**src/common/olmsi_defs.vh**
```
// Constants for the optical link mode and status indicator block.
// Assumes a 250 MHz system clock; included by bare name.
`ifndef OLMSI_DEFS_VH
`define OLMSI_DEFS_VH

// Avalon-MM register word addresses (byte address / 4)
`define OLMSI_REG_CTRL      4'h0
`define OLMSI_REG_STATUS    4'h1
`define OLMSI_REG_IRQ_STAT  4'h2
`define OLMSI_REG_IRQ_MASK  4'h3
`define OLMSI_REG_LEVEL     4'h4
`define OLMSI_ADDR_W        4

// CTRL fields
`define OLMSI_CTRL_STEP     0
`define OLMSI_CTRL_INIT     1
`define OLMSI_CTRL_RESET    32'h0000_0000

// Interrupt status / mask bits
`define OLMSI_IRQ_MODE      0
`define OLMSI_IRQ_LOSS      1
`define OLMSI_IRQ_WARN      2
`define OLMSI_IRQ_W         3

// Mode one-hot codes
`define OLMSI_M_AUTO        5'h01
`define OLMSI_M_MAN         5'h02
`define OLMSI_M_ADJ         5'h04
`define OLMSI_M_LAS         5'h08
`define OLMSI_M_CNT         5'h10

// Received level bar: 8 segments, low to high
// Segments 0..1 red, 2..3 orange, 4..7 green
`define OLMSI_LVL_W         4
`define OLMSI_LVL_ORANGE    4'h2
`define OLMSI_LVL_GREEN     4'h4

// Flash period 250 ms at 4 ns -> half period 125 ms
`define OLMSI_FLASH_HALF_MS 125
`define OLMSI_CLK_MHZ       250
`define OLMSI_FLASH_CYC     (`OLMSI_FLASH_HALF_MS * 1000 * `OLMSI_CLK_MHZ)

`endif

```
**src/hw/olmsi_top.v**
```verilog
// Front-panel mode and status logic for one end of an infrared link.
// Assumes one 250 MHz clock, async active-low reset, Avalon-MM master.
//
// Overview of operation
// - The mode step input cycles automatic, manual, adjust, laser, counter, and exactly one mode indicator lights.
// - Automatic mode lights its indicator steadily and forwards data.
// - Automatic mode holds the link until the level falls below the last orange segment.
// - Manual mode holds the link only until the level falls below the last green segment.
// - Adjust mode stops data forwarding but holds the link down to the last orange segment.
// - Adjust mode shows the partner's received level on the local bar and sends the local level out.
// - Laser mode switches the alignment laser on and lights its indicator steadily.
// - Counter indicator is off when inactive, green with no interruption since entry, red otherwise.
// - During initialization the power indicator flashes green and no data moves.
// - After initialization with the path ready the power indicator is steady green.
// - With no green or orange segment and link broken the power indicator flashes red.
// - An intensity warning is raised while only red and orange segments show.
//
// Chosen here: the placing of the registers and the Avalon-MM slave port.
`timescale 1ns/1ps
`include "olmsi_defs.vh"

module olmsi_top #(
    parameter FLASH_CYC = `OLMSI_FLASH_CYC
) (
    // Clock and reset
    input  wire                      clock,
    input  wire                      rst_b,
    // Panel and link inputs
    input  wire                      mode_button,
    input  wire [`OLMSI_LVL_W-1:0]   local_level,
    input  wire [`OLMSI_LVL_W-1:0]   remote_level,
    input  wire                      path_ready,
    // Avalon-MM slave
    input  wire [`OLMSI_ADDR_W-1:0]  avs_address,
    input  wire                      avs_read,
    input  wire                      avs_write,
    input  wire [31:0]               avs_writedata,
    output reg  [31:0]               avs_readdata,
    output reg                       avs_waitrequest,
    // Indicators and controls
    output reg                       automatic_mode,
    output reg                       manual_mode,
    output reg                       adjust_mode,
    output reg                       laser_align_mode,
    output reg                       cnt_led_green,
    output reg                       cnt_led_red,
    output reg                       pwr_led_green,
    output reg                       pwr_led_red,
    output reg                       laser_on,
    output reg                       link_active,
    output reg                       data_forward,
    output reg  [`OLMSI_LVL_W-1:0]   level_bar,
    output reg  [`OLMSI_LVL_W-1:0]   level_to_partner,
    output reg                       intensity_warning,
    output reg                       irq
);

    // Input synchronisers
    wire                     btn_s2_q;
    wire                     rdy_s2_q;
    wire [`OLMSI_LVL_W-1:0]  loc_s2_q;
    wire [`OLMSI_LVL_W-1:0]  rem_s2_q;
    reg                      btn_s3_q;

    olmsi_sync #(
        .W (1)
    ) btn_sync_i (
        .clock  (clock),
        .rst_b  (rst_b),
        .d_in   (mode_button),
        .sync_q (btn_s2_q)
    );

    olmsi_sync #(
        .W (1)
    ) rdy_sync_i (
        .clock  (clock),
        .rst_b  (rst_b),
        .d_in   (path_ready),
        .sync_q (rdy_s2_q)
    );

    olmsi_sync #(
        .W (`OLMSI_LVL_W)
    ) loc_sync_i (
        .clock  (clock),
        .rst_b  (rst_b),
        .d_in   (local_level),
        .sync_q (loc_s2_q)
    );

    olmsi_sync #(
        .W (`OLMSI_LVL_W)
    ) rem_sync_i (
        .clock  (clock),
        .rst_b  (rst_b),
        .d_in   (remote_level),
        .sync_q (rem_s2_q)
    );

    // Button history for rising edge detection
    always @(posedge clock or negedge rst_b) begin
        if (!rst_b) begin
            btn_s3_q <= 1'b0;
        end else begin
            btn_s3_q <= btn_s2_q;
        end
    end

    // Registers
    reg [31:0]               ctrl_q;
    reg [`OLMSI_IRQ_W-1:0]   irq_stat_q;
    reg [`OLMSI_IRQ_W-1:0]   irq_mask_q;
    reg [4:0]                mode_q;
    reg [4:0]                mode_d;
    reg                      lost_q;
    reg                      link_q;
    reg                      warn_q;
    reg [31:0]               flash_cnt_q;
    reg                      flash_q;

    // Bus access strobes
    // Writes land at the edge where the master sees waitrequest low
    wire bus_wr   = avs_write && !avs_waitrequest;
    wire bus_rd   = avs_read && avs_waitrequest;
    wire sw_step  = bus_wr && (avs_address == `OLMSI_REG_CTRL) &&
                    avs_writedata[`OLMSI_CTRL_STEP];
    wire btn_rise = btn_s2_q && !btn_s3_q;
    wire step     = btn_rise || sw_step;
    wire init_done = ctrl_q[`OLMSI_CTRL_INIT];

    // Mode sequence
    always @* begin
        case (mode_q)
            `OLMSI_M_AUTO: mode_d = `OLMSI_M_MAN;
            `OLMSI_M_MAN:  mode_d = `OLMSI_M_ADJ;
            `OLMSI_M_ADJ:  mode_d = `OLMSI_M_LAS;
            `OLMSI_M_LAS:  mode_d = `OLMSI_M_CNT;
            `OLMSI_M_CNT:  mode_d = `OLMSI_M_AUTO;
            default:       mode_d = `OLMSI_M_AUTO;
        endcase
    end

    // Link hold threshold per mode
    wire [`OLMSI_LVL_W-1:0] hold_lvl =
        (mode_q == `OLMSI_M_MAN) ? `OLMSI_LVL_GREEN :
                                   `OLMSI_LVL_ORANGE;
    wire link_d  = init_done && rdy_s2_q && (loc_s2_q >= hold_lvl);
    wire warn_d  = (loc_s2_q < `OLMSI_LVL_GREEN);
    wire broken  = (loc_s2_q < `OLMSI_LVL_ORANGE) && !link_q;
    wire entering_cnt = step && (mode_d == `OLMSI_M_CNT);

    wire [`OLMSI_IRQ_W-1:0] irq_set;
    assign irq_set[`OLMSI_IRQ_MODE] = step;
    assign irq_set[`OLMSI_IRQ_LOSS] = link_q && !link_d;
    assign irq_set[`OLMSI_IRQ_WARN] = warn_d && !warn_q;

    // Core state
    always @(posedge clock or negedge rst_b) begin
        if (!rst_b) begin
            mode_q      <= `OLMSI_M_AUTO;
            lost_q      <= 1'b0;
            link_q      <= 1'b0;
            warn_q      <= 1'b0;
        end else begin
            if (step)
                mode_q <= mode_d;
            if (entering_cnt)
                lost_q <= 1'b0;
            else if (mode_q == `OLMSI_M_CNT && link_q && !link_d)
                lost_q <= 1'b1;
            link_q <= link_d;
            warn_q <= warn_d;
        end
    end

    // Flash timebase shared by both power indicator colours
    always @(posedge clock or negedge rst_b) begin
        if (!rst_b) begin
            flash_cnt_q <= 32'h0000_0000;
            flash_q     <= 1'b0;
        end else if (flash_cnt_q >= FLASH_CYC - 1) begin
            flash_cnt_q <= 32'h0000_0000;
            flash_q     <= !flash_q;
        end else begin
            flash_cnt_q <= flash_cnt_q + 32'h0000_0001;
        end
    end

    // Indicators and controls
    always @(posedge clock or negedge rst_b) begin
        if (!rst_b) begin
            automatic_mode    <= 1'b0;
            manual_mode       <= 1'b0;
            adjust_mode       <= 1'b0;
            laser_align_mode  <= 1'b0;
            cnt_led_green     <= 1'b0;
            cnt_led_red       <= 1'b0;
            laser_on          <= 1'b0;
            link_active       <= 1'b0;
            data_forward      <= 1'b0;
            level_bar         <= {`OLMSI_LVL_W{1'b0}};
            level_to_partner  <= {`OLMSI_LVL_W{1'b0}};
            intensity_warning <= 1'b0;
        end else begin
            automatic_mode   <= (mode_q == `OLMSI_M_AUTO);
            manual_mode      <= (mode_q == `OLMSI_M_MAN);
            adjust_mode      <= (mode_q == `OLMSI_M_ADJ);
            laser_align_mode <= (mode_q == `OLMSI_M_LAS);
            laser_on         <= (mode_q == `OLMSI_M_LAS);
            cnt_led_green    <= (mode_q == `OLMSI_M_CNT) && !lost_q;
            cnt_led_red      <= (mode_q == `OLMSI_M_CNT) && lost_q;
            link_active      <= link_q;
            // No data while initializing, none in adjust mode
            data_forward     <= link_q && init_done &&
                                (mode_q != `OLMSI_M_ADJ);
            level_bar        <= (mode_q == `OLMSI_M_ADJ) ?
                                rem_s2_q : loc_s2_q;
            level_to_partner <= loc_s2_q;
            intensity_warning <= warn_q;
        end
    end

    // Power indicator
    always @(posedge clock or negedge rst_b) begin
        if (!rst_b) begin
            pwr_led_green <= 1'b0;
            pwr_led_red   <= 1'b0;
        end else if (!init_done) begin
            pwr_led_green <= flash_q;
            pwr_led_red   <= 1'b0;
        end else if (broken) begin
            pwr_led_green <= 1'b0;
            pwr_led_red   <= flash_q;
        end else begin
            pwr_led_green <= rdy_s2_q;
            pwr_led_red   <= 1'b0;
        end
    end

    // Avalon-MM slave: one wait cycle, then answer
    always @(posedge clock or negedge rst_b) begin
        if (!rst_b) begin
            avs_waitrequest <= 1'b1;
        end else begin
            avs_waitrequest <= !((avs_read || avs_write) &&
                                 avs_waitrequest);
        end
    end

    // Control register
    always @(posedge clock or negedge rst_b) begin
        if (!rst_b) begin
            ctrl_q <= `OLMSI_CTRL_RESET;
        end else if (bus_wr && avs_address == `OLMSI_REG_CTRL) begin
            ctrl_q <= {31'h0000_0000,
                       avs_writedata[`OLMSI_CTRL_INIT]} <<
                      `OLMSI_CTRL_INIT;
        end
    end

    // Interrupt mask
    always @(posedge clock or negedge rst_b) begin
        if (!rst_b) begin
            irq_mask_q <= {`OLMSI_IRQ_W{1'b0}};
        end else if (bus_wr && avs_address == `OLMSI_REG_IRQ_MASK) begin
            irq_mask_q <= avs_writedata[`OLMSI_IRQ_W-1:0];
        end
    end

    // Interrupt status: set wins over write-one-to-clear
    always @(posedge clock or negedge rst_b) begin
        if (!rst_b) begin
            irq_stat_q <= {`OLMSI_IRQ_W{1'b0}};
        end else if (bus_wr && avs_address == `OLMSI_REG_IRQ_STAT) begin
            irq_stat_q <= (irq_stat_q &
                           ~avs_writedata[`OLMSI_IRQ_W-1:0]) | irq_set;
        end else begin
            irq_stat_q <= irq_stat_q | irq_set;
        end
    end

    // Interrupt line
    always @(posedge clock or negedge rst_b) begin
        if (!rst_b) begin
            irq <= 1'b0;
        end else begin
            irq <= |(irq_stat_q & irq_mask_q);
        end
    end

    // Read data, loaded while the request waits so it stands at the answer
    always @(posedge clock or negedge rst_b) begin
        if (!rst_b) begin
            avs_readdata <= 32'h0000_0000;
        end else if (bus_rd) begin
            case (avs_address)
                `OLMSI_REG_CTRL:
                    avs_readdata <= ctrl_q;
                `OLMSI_REG_STATUS:
                    avs_readdata <= {22'h000000, rdy_s2_q, warn_q,
                                     lost_q, link_q, 1'b0, mode_q};
                `OLMSI_REG_IRQ_STAT:
                    avs_readdata <= {29'h00000000, irq_stat_q};
                `OLMSI_REG_IRQ_MASK:
                    avs_readdata <= {29'h00000000, irq_mask_q};
                `OLMSI_REG_LEVEL:
                    avs_readdata <= {24'h000000, rem_s2_q, loc_s2_q};
                default:
                    avs_readdata <= 32'h0000_0000;
            endcase
        end
    end

endmodule // olmsi_top

// Two-flip-flop synchroniser for pin inputs
module olmsi_sync #(
    parameter W = 1
) (
    // Clock and reset
    input  wire          clock,
    input  wire          rst_b,
    // Data
    input  wire [W-1:0]  d_in,
    output reg  [W-1:0]  sync_q
);

    reg [W-1:0]          meta_q;

    // First stage is read only by the second
    always @(posedge clock or negedge rst_b) begin
        if (!rst_b) begin
            meta_q <= {W{1'b0}};
            sync_q <= {W{1'b0}};
        end else begin
            meta_q <= d_in;
            sync_q <= meta_q;
        end
    end

endmodule // olmsi_sync

```
**config.mk**
```make
export PLATFORM = sky130hd
export DESIGN_NAME = olmsi_top
export DESIGN_NICKNAME = d
export VERILOG_FILES = /design/src/hw/olmsi_top.v
export VERILOG_INCLUDE_DIRS = /design/src /design/src/common
export SDC_FILE = /design/constraint.sdc
export NUM_CORES = 1
export LEC_CHECK = 0
export BUFFER_PORTS_ARGS = -buffer_cell sky130_fd_sc_hd__buf_2
export CAP_MARGIN = 15
export CORE_ASPECT_RATIO = 1.25
export CORE_MARGIN = 4
export CORE_UTILIZATION = 49
export CTS_BUF_LIST = sky130_fd_sc_hd__clkbuf_8
export CTS_CLUSTER_SIZE = 14
export DETAILED_ROUTE_END_ITERATION = 16
export PLACE_DENSITY = 0.76
export SETUP_SLACK_MARGIN = 0.5
export SYNTH_ARGS = -nofsm -noshare
export SYNTH_HDL_FRONTEND = slang
export SYNTH_SLANG_ARGS = --single-unit
```
**constraint.sdc**
```tcl
create_clock -name clock -period 2.3 [get_ports clock]
set_input_delay 0.23 -clock clock [delete_from_list [all_inputs] [get_ports clock]]
set_output_delay 0.23 -clock clock [all_outputs]
set_load 0.01 [all_outputs]
```
==> results of run 1 <==
==> timing repair <==
item / 4_1_cts / 5_1_grt
pin swaps: 19 / 18
buffers inserted: 9 / 4
endpoints found under the hold margin: 46 / 1
endpoints found under the setup margin: 30 / 33
hold buffers: 12 / 1
cloned: 3 / 0
gates resized for setup: 44 / 28
==> report_power, final <==
group | switching [mW] | internal, mW
Combinational | 0.356 | 0.334
Sequential | 0.117 | 1.93
Clock | 0.656 | 0.424
Total | 1.13 | 2.68
==> logic make-up after synthesis <==
kind of cell | count (synthesis) | share of synthesized area (%)
XOR/XNOR | 23 | 4.89
flip-flops | 100 | 60.9
buffers and inverters | 46 | 6.72
multiplexers | 9 | 2.34
AND/OR/NAND/NOR | 130 | 16.3
adder cells (fa/ha/maj) | 3 | 0.912
other | 1 | 0.0911
AO/OA/AOI/OAI | 42 | 7.90
==> cell type report <==
cell class / instances / area, µm²
Clock buffer: 9 / 124
Clock inverter: 7 / 67.6
Fill cell: 611 / 2910
Inverter: 15 / 58.8
Multi-Input combinational cell: 236 / 1720
Sequential cell: 100 / 2500
Tap cell: 97 / 121
Timing Repair Buffer: 89 / 694
==> path summary, 6_finish.rpt <==
| kind | start | end | slack [ns] | cells after the start |
|---|---|---|---|---|
| max reg2reg | mode_q[4]$_DFFE_PN0P_ | lost_q$_DFFE_PN0P_ | 0.06 | 9 |
| max | mode_q[4]$_DFFE_PN0P_ | lost_q$_DFFE_PN0P_ | 0.06 | 9 |
| min reg2reg | loc_sync_i.meta_q[2]$_DFF_PN0_ | loc_sync_i.sync_q[2]$_DFF_PN0_ | 0.35 | 0 |
| max in group asynchronous | rst_b | mode_q[0]$_DFFE_PN1P_ | 1.30 | 3 |
| min | avs_writedata[2] | irq_mask_q[2]$_DFFE_PN0P_ | 0.11 | 2 |
| min in group asynchronous | rst_b | level_bar[3]$_DFF_PN0_ | 0.35 | 2 |
==> state kept, by name, summed over array words and instances, names as in the netlist, 3 cells and up <==
name and count:
mode_q 5, irq_mask_q 3, irq_stat_q 3, flash_cnt_q 32, avs_readdata 10, loc_sync_i.meta_q 4, rem_sync_i.sync_q 4, level_bar 4
loc_sync_i.sync_q 4, level_to_partner 4, rem_sync_i.meta_q 4
==> worst reg2reg max path, delay by kind of cell (launching register included) <==
family | cells | cell delay (ns)
flops | 1 | 0.40
simple gates | 4 | 1.14
buf+inv | 1 | 0.09
compound gates | 3 | 0.34
fa+ha+maj | 1 | 0.21
==> per-stage QoR <==
step,power (mW),util [%],setup WS [ns]
after global placement,2.59,54.8,0.0644
final,3.81,64.5,0.0595
after global routing,4.00,64.5,0.0176
after detailed placement,2.61,54.8,0.0256
after floorplan,2.39,-,0.106
after CTS,3.78,62.6,0.0715
==> cell usage in the layout, fill, tap and decap left out, types with 5 or more instances in the layout <==
master                          instances
sky130_fd_sc_hd__a222oi_1               5
sky130_fd_sc_hd__buf_2                 51
sky130_fd_sc_hd__buf_4                 15
sky130_fd_sc_hd__clkbuf_8               9
sky130_fd_sc_hd__conb_1                29
sky130_fd_sc_hd__dfrtp_1               98
sky130_fd_sc_hd__dlygate4sd3_1         13
sky130_fd_sc_hd__inv_1                 13
sky130_fd_sc_hd__mux2_2                 5
sky130_fd_sc_hd__nand2_1               33
sky130_fd_sc_hd__nand3_1               12
sky130_fd_sc_hd__nand4_1               10
sky130_fd_sc_hd__nor2_1                16
sky130_fd_sc_hd__nor2_4                19
sky130_fd_sc_hd__o21ai_0               12
sky130_fd_sc_hd__xnor2_1                5
sky130_fd_sc_hd__xor2_1                17
==> layer usage <==
metal / wire length (µm) / track usage, % / up-vias
met5: 0 / 0 / -
met4: 152 / 6.33 / 0
met3: 416 / 4.09 / 14
met2: 4630 / 31.4 / 92
met1: 3410 / 21.5 / 1435
li1: - / - / 1366
==> results.cfg, run 1 <==
[global_routing]
number_of_antenna_violations_at_the_first_check_in_global_routing = 0
grt_max_degree = 46
grt_pass1_vias = 2959
grt-ovfl-total = 0
global_route_wire_length_before_repair_um = 14400
grt_usage_pct = 17.9

[logic_synthesis]
post_synth_inst_count = 354
share_of_flip_flops_with_an_asynchronous_set_or_reset_after_synthesis_pct = 100
synth_most_common_cell = sky130_fd_sc_hd__dfrtp_1
yosys_most_used_dff = sky130_fd_sc_hd__dfrtp_1
synth_top_cell_area_share_pct = 59.6
synth-edff-count = 0
synthTopCellsByArea = sky130_fd_sc_hd__dfrtp_1 (60%), sky130_fd_sc_hd__buf_4 (4.2%), sky130_fd_sc_hd__xor2_1 (3.6%), sky130_fd_sc_hd__nor2_1 (3.6%), sky130_fd_sc_hd__nand2_1 (3.1%)
synthesis.yosys.warnings = 0
mean_post_synth_cell_area_um2 = 11.6
synthesis.area_um2 = 4120
netlist_top_cells_count = sky130_fd_sc_hd__dfrtp_1 (98), sky130_fd_sc_hd__nor2_1 (39), sky130_fd_sc_hd__nand2_1 (34)
synth.yosys.seq_area_share_pct = 60.9
synth-seq-cells = 100
yosysTopAreaCell = sky130_fd_sc_hd__dfrtp_1
unique_cell_type_count_in_the_yosys_netlist = 54

[floorplanning]
die_width_um = 90.0
core_region_area_um2 = 8190
die_h_um = 110
floorplan.rows = 37
die_area_um2 = 9940
i_o_pin_total = 104
initial_cell_density_of_the_core_pct = 50.2

[clock_network]
clock_latency_ns = 0.36
path_clk_slew_ns = 0.11
number_of_levels_the_h_tree_was_split_into = 3
cts_buffer_depth = 2
tritoncts_num_sinks = 100
tritoncts_clock_tree = yes
clock-root-buffer = sky130_fd_sc_hd__clkbuf_8
cts_inserted_buffers = 9

[power]
irDropWorstVdd_mv = 0.342
power.density_cell_area_nw_per_um2 = 721
power.static_leakage_nw = 2.45

[timing]
grt_setup_unrepaired = yes
setup_viol = 0
finalCritPeriodShare_pct = 97.4
total_negative_setup_slack_ns = 0
hold_viol = 0
timing.clock.skew_ns = 0.0123
max_slew_margin_pct = 65.5
finalCriticalPeriod_ns = 2.24
maximum_frequency_from_static_timing_analysis_ghz = 0.446
timing_worst_slew_pin_value_ns = 0.510
hold_slack_ns = 0.112
finalMaxSlewViolations = 0

[place]
dp.final_hpwl_um = 5570
port-buffer-count = 52
cells_after_dpl = 508
postPlaceCellArea_um2 = 4490
gpl.final_weighted_congestion = 0.833

[setup_path]
crit_path_max_fanout = 3
crit_path_start_kind = register
timing.critical_path.buf_inv = 1
critical_path.top_delay_family = simple AND/OR/NAND/NOR gates
worstSetupEndpointType = register
arrival_ns = 2.54
setup.worst_path.class = register to register
crit_path_max_incr_delay_ns = 0.41
path_cells = or3_4 -> nor3b_4 -> inv_2 -> ha_4 -> nor2b_4 -> o21ai_2 -> a21oi_2 -> or3b_4 -> a21oi_2
worstPathRequired_ns = 2.60
crit_path_frequent_cell = sky130_fd_sc_hd__a21oi_2
critical_path.slowest_cell = sky130_fd_sc_hd__or3_4

[worst_hold_path]
classification_of_the_worst_slack_hold_path = primary input to register

[final_layout]
antenna_cells_inserted = 0
post_route_cells_drive_above_1_share_pct = 34.0
layout.cell_area.non_filler_um2 = 5290
area_growth_syn_to_layout_pct = 28.5
final_instance_count_without_filler_cells = 553
nNetsFinal = 504

[outcome]
outcome = completed

[routing]
firstDrtPassIters = 4
drt_iter0_markers = 141
num_vias = 2907
post-route-drc-count = 0
drt_total_wl_um = 8610
viasPerCell = 5.26
antenna_violating_nets_post_route = 0
post_drt_wl_per_cell_um = 15.6

[job]
max_cap_violations = 0
(Power assumes the default switching activity.)
==> run 2: changes to the inputs <==
Settings changed: ABC_AREA set to 1, CORE_UTILIZATION 49 to 60, PLACE_DENSITY 0.76 to 0.87.
Clock period 2.3 ns to 2.7 ns, I/O delays scaled along.
==> run 2 against run 1 <==
Clock power down 10%. Sequential cell count unchanged. Via count up 12%. Synthesized cell count up 34%. Register-to-register slack better by 0.89 ns. Critical endpoint is now irq_stat_q[1]$_DFF_PN0_. Largest cell class unchanged.
==> results.cfg, run 2 <==
[place]
gpl.final_weighted_congestion = 0.887
dp.final_hpwl_um = 6510
port-buffer-count = 52

[clock_network]
clock-root-buffer = sky130_fd_sc_hd__clkbuf_8
number_of_levels_the_h_tree_was_split_into = 3
post_cts_resize_count = 0
tritoncts_clock_tree = yes
cts_buffer_depth = 2
path_clk_slew_ns = 0.10
cts_inserted_buffers = 9
clock_latency_ns = 0.36
tritoncts_num_sinks = 100

[power]
power.density_cell_area_nw_per_um2 = 626
irDropWorstVdd_mv = 0.329
pnr_total_power_mw = 3.10
power.static_leakage_nw = 2.40

[routing]
drt_total_wl_um = 8810
antenna_violating_nets_post_route = 0
firstDrtPassIters = 4
post_drt_wl_per_cell_um = 13.7
viasPerCell = 5.07
num_vias = 3264
drt_iter0_markers = 181
post-route-drc-count = 0

[timing]
max_slew_margin_pct = 34.0
finalCriticalPeriod_ns = 1.75
maximum_frequency_from_static_timing_analysis_ghz = 0.571
timing_worst_slew_pin_value_ns = 0.991
hold_viol = 0
finalCritPeriodShare_pct = 64.9
timing.clock.skew_ns = 0.00705
total_negative_setup_slack_ns = 0
setup_viol = 0
finalMaxSlewViolations = 0
hold_slack_ns = 0.0577
grt_setup_unrepaired = no

[logic_synthesis]
synth.yosys.seq_area_share_pct = 57.6
synth_top_cell_area_share_pct = 56.4
post_synth_inst_count = 473
share_of_flip_flops_with_an_asynchronous_set_or_reset_after_synthesis_pct = 100
mean_post_synth_cell_area_um2 = 9.20
netlist_top_cells_count = sky130_fd_sc_hd__dfrtp_1 (98), sky130_fd_sc_hd__nand2_1 (98), sky130_fd_sc_hd__nor2_1 (69)
yosys_most_used_dff = sky130_fd_sc_hd__dfrtp_1
synthTopCellsByArea = sky130_fd_sc_hd__dfrtp_1 (56%), sky130_fd_sc_hd__nand2_1 (8.5%), sky130_fd_sc_hd__nor2_1 (6.0%), sky130_fd_sc_hd__inv_1 (5.2%), sky130_fd_sc_hd__buf_4 (4.0%)
synth-seq-cells = 100
synthesis.area_um2 = 4350
synthesis.yosys.warnings = 0
yosysTopAreaCell = sky130_fd_sc_hd__dfrtp_1
synth-edff-count = 0
unique_cell_type_count_in_the_yosys_netlist = 34

[global_routing]
global_route_wire_length_before_repair_um = 15000
grt_usage_pct = 21.8
grt_max_degree = 84
grt_pass1_vias = 3289
grt-ovfl-total = 0
number_of_antenna_violations_at_the_first_check_in_global_routing = 0

[setup_path]
reg2reg_from = mode_q[3]$_DFFE_PN0P_
arrival_ns = 1.99
cp.depth = 10
setup.reg_to_reg.worst_slack_ns = 0.95
timing.critical_path.buf_inv = 1
startpoint = mode_q[3]$_DFFE_PN0P_
crit_end = irq_stat_q[1]$_DFF_PN0_
setup.worst_path.class = register to register
reg2reg_depth = 10
worstPathRequired_ns = 2.94
crit_path_start_kind = register
critical_path.top_delay_family = simple AND/OR/NAND/NOR gates
crit_path_max_fanout = 3
crit_path_frequent_cell = sky130_fd_sc_hd__nand2_1
critical_path.slowest_cell = sky130_fd_sc_hd__dfrtp_1
path_cells = nor2_1 -> nand4_1 -> ha_1 -> nand2_1 -> nand2_1 -> nand2_1 -> nand2_1 -> nand3_1 -> inv_1 -> o21ai_0
worstSetupEndpointType = register
critical_path.reg2reg.endpoint = irq_stat_q[1]$_DFF_PN0_
crit_path_max_incr_delay_ns = 0.41

[final_layout]
layout.area.seq_um2 = 2500
nNetsFinal = 602
max_flop_register = flash_cnt_q
largest_register_ffs = 32
post_route_cells_drive_above_1_share_pct = 15.7
area_growth_syn_to_layout_pct = 13.8
reg.largest.list = flash_cnt_q: 32 flops, avs_readdata: 10 flops, mode_q: 5 flops
most-common-layout-cells = sky130_fd_sc_hd__nand2_1 (98), sky130_fd_sc_hd__dfrtp_1 (98), sky130_fd_sc_hd__nor2_1 (69), sky130_fd_sc_hd__inv_1 (60), sky130_fd_sc_hd__buf_2 (51)
multi_input_area_um2 = 1510
antenna_cells_inserted = 0
fillCellCount = 533

[floorplanning]
die_area_um2 = 8690
core_region_area_um2 = 7020
initial_cell_density_of_the_core_pct = 62.0
floorplan.rows = 34
die_width_um = 84.2
i_o_pin_total = 104
die_h_um = 103

[worst_hold_path]
classification_of_the_worst_slack_hold_path = primary input to register

[job]
max_cap_violations = 0

[outcome]
outcome = completed
==> run 2: cell count changes after synthesis, sizes merged, moves of 8 or more <==
cell,previous run,this run
nand2,34,101
inv,15,62
nor2,39,74
nand3,12,24
o21ai,14,23
nor3,4,12
==> run 2: worst min-delay path by stage <==
stage,startpoint,end,slack (ns),cells past startpoint
2_1_floorplan,rst_b,adjust_mode$_DFF_PN0_,-0.03,0
3_3_place_gp,loc_sync_i.meta_q[2]$_DFF_PN0_,loc_sync_i.sync_q[2]$_DFF_PN0_,0.33,0
3_5_place_dp,loc_sync_i.meta_q[3]$_DFF_PN0_,loc_sync_i.sync_q[3]$_DFF_PN0_,0.34,0
4_1_cts,avs_read,avs_waitrequest$_DFF_PN1_,0.04,2
5_1_grt,avs_read,avs_waitrequest$_DFF_PN1_,0.05,2
6_report,avs_read,avs_waitrequest$_DFF_PN1_,0.06,2
==> run 2: through the flow <==
step / area, µm² / cells / utilization [%] / setup slack, ns
floorplan: 4460 / 501 / - / 1.24
detailed placement: 4640 / 618 / 66.1 / 0.961
CTS: 4950 / 644 / 70.5 / 0.943
global placement: 4640 / 618 / 66.1 / 1.04
finish: 4950 / 644 / 70.5 / 0.948
global route: 4950 / 644 / 70.5 / 0.785
==> run 2: area by class of cell <==
class                      count  share of cell area, %
sequential                   100                   50.6
clock inverter                 7                   1.69
timing repair buffer          64                   7.63
multi-input combinational    312                   30.6
tap                           90                   2.28
clock buffer                   9                   2.50
inverter                      62                   4.70
==> run 2: timing repair <==
action | CTS | global route
hold buffers | 10 | 0
endpoints found under the hold margin | 10 | 0
buffers inserted | 0 | 0
==> run 2: cells by family after synthesis <==
family                     Yosys count  share of synthesized area [%]
buffers and inverters               89                           10.0
xor gates and xnor gates            18                           3.62
adders and majority gates            3                          0.863
DFF                                100                           57.6
AOI/OAI and AO/OA                   37                           5.12
other                                1                         0.0862
and+or+nand+nor                    225                           22.7
==> run 2: routing by layer <==
metal | vias up | global-route usage (%) | routed length [µm]
met5 | - | 0 | 0
met4 | 0 | 9.65 | 218
met3 | 24 | 4.91 | 444
met2 | 98 | 40.0 | 4810
met1 | 1560 | 24.4 | 3340
li1 | 1582 | - | -
==> run 2: power by group <==
group	internal (mW)	total [mW]	leakage, nW	switching [mW]
Combinational	0.142	0.418	1.03	0.276
Sequential	1.63	1.71	1.27	0.0766
Clock	0.444	0.972	0.102	0.528
